==> src/core/cies_cfg.svh <==
// Constants of the instruction execution subset: widths, opcode patterns, reset values.
// Assumes 14-bit instruction words and a 15-bit program counter.
`ifndef CIES_CFG_SVH
`define CIES_CFG_SVH

`define CIES_INSTR_W        14
`define CIES_PC_W           15
`define CIES_DATA_W         8
`define CIES_FADDR_W        7
`define CIES_FILE_DEPTH     128
`define CIES_LATCH_W        7

// Opcode masks and match values
`define CIES_SKIP_MASK      14'h3c00
`define CIES_SKIP_MATCH     14'h1c00
`define CIES_CALL_MASK      14'h3800
`define CIES_CALL_MATCH     14'h2000
`define CIES_INDIRECT_SUBROUTINE_OP_MATCH    14'h000a
`define CIES_ZFILE_MASK     14'h3f80
`define CIES_ZFILE_MATCH    14'h0180
`define CIES_ZACC_MASK      14'h3ffc
`define CIES_ZACC_MATCH     14'h0100
`define CIES_KICK_MATCH     14'h0064
`define CIES_INV_MASK       14'h3f00
`define CIES_INV_MATCH      14'h0900
`define CIES_DEC_MASK       14'h3f00
`define CIES_DEC_MATCH      14'h0300

// Field positions
`define CIES_DEST_BIT       7
`define CIES_BIT_LSB        7

// Reset values
`define CIES_PC_RST         15'h0000
`define CIES_ACC_RST        8'h00
`define CIES_ZERO_RST       1'b0
`define CIES_FLAG_N_RST     1'b1

`endif

==> src/core/cies_pkg.sv <==
// Types shared by the instruction execution subset.
// Assumes cies_cfg.svh is on the include path.
package cies_pkg;

   typedef enum logic [0:0] {
      CIES_ST_EXEC  = 1'b0,
      CIES_ST_FLUSH = 1'b1
   } cies_state_type;

   typedef enum logic [2:0] {
      CIES_OP_OTHER = 3'b000,
      CIES_OP_SKIP  = 3'b001,
      CIES_OP_CALL  = 3'b010,
      CIES_OP_INDIRECT_SUBROUTINE_OP = 3'b011,
      CIES_OP_ZFILE = 3'b100,
      CIES_OP_ZACC  = 3'b101,
      CIES_OP_KICK  = 3'b110,
      CIES_OP_ALU   = 3'b111
   } cies_op_type;

endpackage

==> src/core/cies_core.sv <==
// Executes a subset of an 8-bit core's instructions, one word per instruction cycle.
// Assumes program memory answers pc_o combinationally on instr_i, the return
// stack and watchdog timer sit outside, and all inputs are synchronous to clk_i.
`timescale 1ns/1ps
`include "cies_cfg.svh"
module cies_core
   import cies_pkg::*;
#(
   parameter int INSTR_W = `CIES_INSTR_W,
   parameter int PC_W    = `CIES_PC_W,
   parameter int DATA_W  = `CIES_DATA_W,
   parameter int FADDR_W = `CIES_FADDR_W,
   parameter int DEPTH   = `CIES_FILE_DEPTH
) (
   input  wire logic                 clk_i,
   input  wire logic                 rst_n_i,
   input  wire logic                 run_i,
   input  wire logic [INSTR_W-1:0]   instr_i,
   output logic      [PC_W-1:0]      pc_o,
   input  wire logic [6:0]           pc_high_latch_i,
   output logic                      push_o,
   output logic      [PC_W-1:0]      stack_top_o,
   output logic                      watchdog_counter_clear_o,
   output logic                      watchdog_prescaler_clear_o,
   input  wire logic                 timeout_event_i,
   input  wire logic                 sleep_event_i,
   output logic                      watchdog_expiry_flag_n_o,
   output logic                      sleep_entered_flag_n_o,
   output logic                      zero_flag_o,
   output logic      [DATA_W-1:0]    acc_o,
   input  wire logic                 load_en_i,
   input  wire logic [FADDR_W-1:0]   load_addr_i,
   input  wire logic [DATA_W-1:0]    load_data_i,
   input  wire logic [FADDR_W-1:0]   peek_addr_i,
   output logic      [DATA_W-1:0]    peek_data_o,
   output logic                      flushing_o
);

   cies_state_type   state_r;
   cies_state_type   state_nxt;
   logic [PC_W-1:0]  pc_r;
   logic [PC_W-1:0]  pc_nxt;
   logic [DATA_W-1:0] acc_r;
   logic [DATA_W-1:0] acc_nxt;
   logic             zero_r;
   logic             zero_nxt;
   logic             expiry_n_r;
   logic             sleep_n_r;
   logic             push_r;
   logic [PC_W-1:0]  stack_top_r;
   logic             kick_r;

   // Decode
   logic             executing;
   cies_op_type      op;
   wire logic [FADDR_W-1:0] f_addr    = instr_i[FADDR_W-1:0];
   wire logic               dest_file = instr_i[`CIES_DEST_BIT];
   wire logic [2:0]         bit_sel   = instr_i[`CIES_BIT_LSB +: 3];
   wire logic [10:0]        imm_addr  = instr_i[10:0];
   wire logic               is_skip   = (instr_i & `CIES_SKIP_MASK) == `CIES_SKIP_MATCH;
   wire logic               is_call   = (instr_i & `CIES_CALL_MASK) == `CIES_CALL_MATCH;
   wire logic               is_indirect_subroutine_op  = instr_i == `CIES_INDIRECT_SUBROUTINE_OP_MATCH;
   wire logic               is_zfile  = (instr_i & `CIES_ZFILE_MASK) == `CIES_ZFILE_MATCH;
   wire logic               is_zacc   = (instr_i & `CIES_ZACC_MASK) == `CIES_ZACC_MATCH;
   wire logic               is_kick   = instr_i == `CIES_KICK_MATCH;
   wire logic               is_inv    = (instr_i & `CIES_INV_MASK) == `CIES_INV_MATCH;
   wire logic               is_dec    = (instr_i & `CIES_DEC_MASK) == `CIES_DEC_MATCH;

   assign executing = run_i && (state_r == CIES_ST_EXEC);

   assign op = is_skip  ? CIES_OP_SKIP  :
               is_call  ? CIES_OP_CALL  :
               is_indirect_subroutine_op ? CIES_OP_INDIRECT_SUBROUTINE_OP :
               is_zfile ? CIES_OP_ZFILE :
               is_zacc  ? CIES_OP_ZACC  :
               is_kick  ? CIES_OP_KICK  :
               (is_inv || is_dec) ? CIES_OP_ALU : CIES_OP_OTHER;

   // Register file and datapath
   logic [DATA_W-1:0] file_val;
   logic              file_we;
   logic [FADDR_W-1:0] file_waddr;
   logic [DATA_W-1:0] file_wdata;

   wire logic [DATA_W-1:0] inv_res   = ~file_val;
   wire logic [DATA_W-1:0] dec_res   = file_val - {{(DATA_W-1){1'b0}}, 1'b1};
   wire logic [DATA_W-1:0] alu_res   = is_inv ? inv_res : dec_res;
   wire logic              tested    = file_val[bit_sel];
   wire logic [PC_W-1:0]   pc_plus1  = pc_r + {{(PC_W-1){1'b0}}, 1'b1};
   wire logic [PC_W-1:0]   pc_plus2  = pc_r + {{(PC_W-2){1'b0}}, 2'b10};
   wire logic [PC_W-1:0]   call_tgt  = {pc_high_latch_i[6:3], imm_addr};
   wire logic [PC_W-1:0]   indirect_subroutine_op_tgt = {pc_high_latch_i[6:0], acc_r};

   // An instruction write has priority; loading is meant for a halted core
   wire logic exec_file_we = executing &&
                             ((op == CIES_OP_ZFILE) || ((op == CIES_OP_ALU) && dest_file));
   assign file_we    = exec_file_we || load_en_i;
   assign file_waddr = exec_file_we ? f_addr : load_addr_i;
   assign file_wdata = !exec_file_we ? load_data_i :
                       (op == CIES_OP_ZFILE) ? '0 : alu_res;

   cies_regfile #(
      .DEPTH  (DEPTH),
      .WIDTH  (DATA_W),
      .ADDR_W (FADDR_W)
   ) u_regfile (
      .clk_i       (clk_i),
      .wr_en_i     (file_we),
      .wr_addr_i   (file_waddr),
      .wr_data_i   (file_wdata),
      .rd_addr_i   (f_addr),
      .rd_data_o   (file_val),
      .peek_addr_i (peek_addr_i),
      .peek_data_o (peek_data_o)
   );

   // Next-state logic
   always_comb begin
      state_nxt = state_r;
      pc_nxt    = pc_r;
      acc_nxt   = acc_r;
      zero_nxt  = zero_r;
      if (run_i) begin
         case (state_r)
            CIES_ST_EXEC: begin
               pc_nxt = pc_plus1;
               case (op)
                  CIES_OP_SKIP: begin
                     // Status untouched
                     if (tested) begin
                        pc_nxt    = pc_plus2;
                        state_nxt = CIES_ST_FLUSH;
                     end
                  end
                  CIES_OP_CALL: begin
                     pc_nxt    = call_tgt;
                     state_nxt = CIES_ST_FLUSH;
                  end
                  CIES_OP_INDIRECT_SUBROUTINE_OP: begin
                     pc_nxt    = indirect_subroutine_op_tgt;
                     state_nxt = CIES_ST_FLUSH;
                  end
                  CIES_OP_ZFILE: begin
                     zero_nxt = 1'b1;
                  end
                  CIES_OP_ZACC: begin
                     acc_nxt  = '0;
                     zero_nxt = 1'b1;
                  end
                  CIES_OP_ALU: begin
                     zero_nxt = (alu_res == '0);
                     if (!dest_file) begin
                        acc_nxt = alu_res;
                     end
                  end
                  default: begin
                  end
               endcase
            end
            CIES_ST_FLUSH: begin
               // Second cycle is a no-op; the program counter already points past it
               state_nxt = CIES_ST_EXEC;
            end
            default: begin
               state_nxt = CIES_ST_EXEC;
            end
         endcase
      end
   end

   wire logic do_push = executing && ((op == CIES_OP_CALL) || (op == CIES_OP_INDIRECT_SUBROUTINE_OP));
   wire logic do_kick = executing && (op == CIES_OP_KICK);

   always_ff @(posedge clk_i) begin
      if (!rst_n_i) begin
         state_r <= CIES_ST_EXEC;
         pc_r    <= `CIES_PC_RST;
         acc_r   <= `CIES_ACC_RST;
         zero_r  <= `CIES_ZERO_RST;
      end else begin
         state_r <= state_nxt;
         pc_r    <= pc_nxt;
         acc_r   <= acc_nxt;
         zero_r  <= zero_nxt;
      end
   end

   // Push and kick are registered one-cycle pulses in the cycle after the call or kick executes
   always_ff @(posedge clk_i) begin
      if (!rst_n_i) begin
         push_r      <= 1'b0;
         stack_top_r <= `CIES_PC_RST;
         kick_r      <= 1'b0;
      end else begin
         push_r <= do_push;
         kick_r <= do_kick;
         if (do_push) begin
            stack_top_r <= pc_plus1;
         end
      end
   end

   // A kick in the same cycle as an event wins, so the flag reads set
   always_ff @(posedge clk_i) begin
      if (!rst_n_i) begin
         expiry_n_r <= `CIES_FLAG_N_RST;
         sleep_n_r  <= `CIES_FLAG_N_RST;
      end else if (do_kick) begin
         expiry_n_r <= 1'b1;
         sleep_n_r  <= 1'b1;
      end else begin
         if (timeout_event_i) begin
            expiry_n_r <= 1'b0;
         end
         if (sleep_event_i) begin
            sleep_n_r <= 1'b0;
         end
      end
   end

   assign pc_o                       = pc_r;
   assign acc_o                      = acc_r;
   assign zero_flag_o                = zero_r;
   assign push_o                     = push_r;
   assign stack_top_o                = stack_top_r;
   assign watchdog_counter_clear_o   = kick_r;
   assign watchdog_prescaler_clear_o = kick_r;
   assign watchdog_expiry_flag_n_o   = expiry_n_r;
   assign sleep_entered_flag_n_o     = sleep_n_r;
   assign flushing_o                 = (state_r == CIES_ST_FLUSH);

endmodule // cies_core

==> src/core/cies_regfile.sv <==
// File register array: one write port, two combinational read ports.
// Assumes a single clock; contents are not reset, as in a real data memory.
`timescale 1ns/1ps
module cies_regfile #(
   parameter int DEPTH  = 128,
   parameter int WIDTH  = 8,
   parameter int ADDR_W = 7
) (
   input  wire logic              clk_i,
   input  wire logic              wr_en_i,
   input  wire logic [ADDR_W-1:0] wr_addr_i,
   input  wire logic [WIDTH-1:0]  wr_data_i,
   input  wire logic [ADDR_W-1:0] rd_addr_i,
   output logic      [WIDTH-1:0]  rd_data_o,
   input  wire logic [ADDR_W-1:0] peek_addr_i,
   output logic      [WIDTH-1:0]  peek_data_o
);

   logic [WIDTH-1:0] mem_r [DEPTH];

   always_ff @(posedge clk_i) begin
      if (wr_en_i) begin
         mem_r[wr_addr_i] <= wr_data_i;
      end
   end

   assign rd_data_o   = mem_r[rd_addr_i];
   assign peek_data_o = mem_r[peek_addr_i];

endmodule // cies_regfile

==> config.mk <==
export PLATFORM = sky130hd
export DESIGN_NAME = cies_core
export DESIGN_NICKNAME = d
export VERILOG_FILES = /design/src/core/cies_pkg.sv /design/src/core/cies_core.sv /design/src/core/cies_regfile.sv
export VERILOG_INCLUDE_DIRS = /design/src /design/src/core
export SDC_FILE = /design/constraint.sdc
export NUM_CORES = 1
export LEC_CHECK = 0
export ABC_AREA = 0
export BUFFER_PORTS_ARGS = -buffer_cell sky130_fd_sc_hd__buf_4
export CAP_MARGIN = 20
export CORE_MARGIN = 4
export CORE_UTILIZATION = 27
export DETAILED_ROUTE_END_ITERATION = 8
export SKIP_CTS_REPAIR_TIMING = 1
export SLEW_MARGIN = 20
export SYNTH_ARGS = -nofsm -noshare
export SYNTH_HDL_FRONTEND = slang
export SYNTH_SLANG_ARGS = --single-unit
==> constraint.sdc <==
create_clock -name clk_i -period 9.9 [get_ports clk_i]
set_clock_uncertainty 0.1 [all_clocks]
set_input_delay 0.495 -clock clk_i [delete_from_list [all_inputs] [get_ports clk_i]]
set_output_delay 0.495 -clock clk_i [all_outputs]
set_load 0.02 [all_outputs]
==> results by group <==
Timing
  – Worst Max-Slew Pin Slew: 1.18 ns
  – Final worst path period share: 60.0%
  – Fin Setup TNS: 0 ns
  – Final-report max-slew violation count: 0
  – Worst hold slack: -0.0160 ns
  – Relative max-transition margin: 21.4%
  – Final Setup Violations: 0
  – Final min period: roughly 5.9 ns
  – FMAX: 168 MHz
  – Final Hold Fails: 2
  – RSZ-0062 raised after global routing: no

Synthesis
  – Area leader, netlist: edfxtp_1
  – Mapped Nets: 2830
  – Synthesized flop and latch total: 1068
  – Mapped cell area: ~52000 sq um
  – Cell variety after synth: 87
  – Post-synth ARST share: 0%
  – Post-synth EDFFs: 1024
  – Most frequent cell after synthesis: edfxtp_1
  – Leading cell types by total area after synthesis: edfxtp_1 (60%), mux4_2 (23%), mux2i_1 (2.4%), dfxtp_1 (1.7%), nor2_1 (1.4%)
  – Cells after Synth: 2778
  – Synth Flop Type: edfxtp_1
  – Yosys top cell area share: 59.6%
  – Syn Area/Cell: 18.6 sq um
  – Yosys warning total: 0
  – Top cells by count, synth: edfxtp_1 (1024), mux4_2 (517), nor2_1 (199), mux2i_1 (122), nand2_1 (101)
  – Sequential area share after synthesis: between 60% and 70%

Worst setup path
  – CP top delay family: buffers and inverters
  – Worst setup path start: instr_i[0]
  – Reg2reg start: flushing_o
  – Worst-path maximum fanout: between 60 and 70
  – Required @ worst endpoint: 10.21 ns
  – Crit path DAT: 6.25 ns
  – Crit-path cells: buf_8 > buf_4 > nor2_2 > buf_4 > a22o_1 > o21ai_0 > nand4_1 > a22oi_1 > and2b_1 > and2b_1 > a31o_2 > xnor2_1 > a22o_4 > buf_4
  – Flop2flop setup slack: around 5 ns
  – Slowest cell on crit path: buf_4
  – Crit path buffers/inverters: 4
  – Reg2Reg Depth: 8
  – Crit. End Element: flop
  – CP Launch Type: input pin
  – Crit Path Class: in -> reg
  – Capturing point of the worst reg2reg path: u_regfile.mem_r[21][6]
  – Most Frequent Cell on Critical Path: buf_4
  – Largest stage delay, worst path: 0.79 ns

Global route
  – GRT Residual Overflow: 0
  – Largest net degree at the start of global routing: 107
  – Global Route Usage Sum: between 15 and 20%
  – Vias in the first global route: 29723
  – Initial antenna violation count: 3
  – First-pass GRT wire length: 236 mm

Floorplan
  – Row count: between 150 and 200
  – Die height: 445 um
  – Core Footprint: between 150000 and 200000 sq um
  – Die width: 445 um
  – Die Area: slightly below 200000 sq um
  – Initial core utilization: 27.1%
  – # IOs: between 100 and 150

Power
  – Comb pwr share: a little under a tenth
  – Pwr Density: 174 nW/um^2
  – Switch share: 23.7%
  – VDD IR-drop max: 0.134 mV
  – Switch Pwr: 2.43 mW
  – Clock share of power: 41.6%
  – Sequential share of power: between 40% and 50%
  – P_int: around 8 mW
  – P_leak: 18.3 nW

Route
  – Post-DRT Antenna Nets: 0
  – DR WL/cell: 31.0 um
  – Via count: 30843
  – DRC Markers: 0
  – DR pass1 iterations: 6
  – DR vias/cell: between 5 and 6
  – Routed wire length: roughly 170 mm
  – Initial DRC count: 4454

Placed design
  – Port Buffers: 101
  – Gp weighted congestion: 0.907
  – Half-perimeter wire length after placement: 114 mm
  – Number of instances in the placed design: ~5300

Cells and area
  – Layout cell share with drive strength beyond 1: about a third
  – Fillers: 18357
  – Synthesis-to-finish area growth: 14.2%
  – Post-route insts no fill: about 5500
  – # nets final: a little under 3000
  – Util after Layout: between 30% and 40%

Flow run
  – Maxcap violations: 0

Clock tree
  – CTS Buffer Depth: 3
  – Clk Tree Root Cell: clkbuf_16
  – Clock Latency Late Sink: 0.72 ns
  – Cts bufs inserted: 114
  – CTS Sinks: 1068
  – TritonCTS clock tree: built
  – Worst-path clk slew: approximately 0.06 ns
  – H-Tree Depth: 3

Worst hold path
  – Hold Path Stages: 3
  – Hold Path End: pc_o[9]
  – Path type of the worst min-delay path: in -> reg
  – Min-delay src: pc_high_latch_i[1]

Run status
  – Failing checks: negative hold slack
  – Status: complete, but fails checks
[layer usage]
layer  wire, um  vias to the layer above  global-route usage, %
met2      80600                     1936                   26.7
met3      15900                      342                   3.08
met1      65100                    16474                   22.1
met4       8860                        0                   7.68
met5          0                        -                      0
li1           -                    12091                      -
[how the worst max path moves through the flow]
stage	slack, ns	depth (start not counted)	end
after floorplan	0.66	14	u_regfile.mem_r[0][3]
after global placement	3.56	12	u_regfile.mem_r[114][5]
after detailed placement	3.46	14	u_regfile.mem_r[54][6]
after CTS	4.21	14	u_regfile.mem_r[46][6]
after global routing	3.78	14	u_regfile.mem_r[41][6]
final	3.96	14	u_regfile.mem_r[46][6]
[sequential cells by signal, summed over array words and instances, names as in the netlist]
name,cells
watchdog_expiry_flag_n_o,1
zero_flag_o,1
acc_o,8
push_o,1
watchdog_counter_clear_o,1
pc_o,15
flushing_o,1
stack_top_o,15
sleep_entered_flag_n_o,1
u_regfile.mem_r,1024
[layout make-up]
cell class / instances / area [sq um] / area share, %
inverter: 11 / 41.3 / 0.0701
clock inverter: 75 / 721 / 1.22
clock buffer: 138 / 2960 / 5.03
tap: 2511 / 3140 / 5.33
antenna: 4 / 10.0 / 0.0170
sequential: 1068 / 31600 / 53.7
timing repair buffer: 207 / 1720 / 2.91
multi-input combinational: 1485 / 18700 / 31.7
[power by group through the flow]
stage	Sequential [mW]	Clock (mW)	Combinational [mW]
finish	5.00	4.27	0.978
detailed placement	5.10	0	0.963
CTS	5.00	4.32	0.965
floorplan	5.10	0	0.601
global placement	5.10	0	0.957
global route	5.00	4.51	1.01
[per-stage QoR]
| stage | area (sq um) | power (mW) | hold WS [ns] | worst slack, ns |
|---|---|---|---|---|
| floorplan | 51600 | 5.71 | 0.435 | 0.656 |
| global placement | 55100 | 6.05 | 0.341 | 3.56 |
| detailed placement | 55100 | 6.06 | 0.343 | 3.46 |
| CTS | 58800 | 10.3 | -0.0764 | 4.21 |
| global route | 58900 | 10.5 | 0.00123 | 3.78 |
| finish | 58900 | 10.2 | -0.0160 | 3.96 |
[worst register-to-register path: stages (launching register included)]
cell	delay [ns]
dfxtp_1	0.33
nand2b_1	0.14
buf_4	0.21
a2111oi_0	0.77
nand2_1	0.11
buf_4	0.29
mux2i_1	0.64
nand3_2	0.74
nor2_1	1.16
[kinds of logic after synthesis]
group	after synthesis	share of synthesized area [%]
fa+ha+maj	3	0.0728
mux	717	27.3
compound gates	276	4.03
flops	1068	61.3
simple gates	471	4.22
xor+xnor	18	0.306
buf+inv	225	2.74
[placed cells by master, fill, tap and decap left out, types with 10 or more instances in the layout]
master     Yosys  layout
mux4_2       517     517
nor3_1        14      14
and3_1        14      14
edfxtp_1    1024    1024
nor2_2         1      17
nand3b_1      10      10
mux2i_1      122     122
clkbuf_16      0     115
mux2_2        53      53
a31oi_1       16      16
clkbuf_1      97      23
o21ai_0       27      27
clkinv_1       2      27
nand3_1       44      42
xor2_1        11      11
a21oi_1       28      28
dfxtp_1       44      44
clkinv_2       0      25
nor2_1       199     183
and2_1        10      10
buf_4         18     190
a221oi_1      16      16
mux4_1        24      24
a22oi_1       63      63
nand2_1      101     101
a22o_1        17      10
nand2b_1      18      18
bufinv_16      0      13
nor2b_1       18      14
o22ai_1       16      16
a211oi_1      22      22
(Power assumes the default switching activity.)
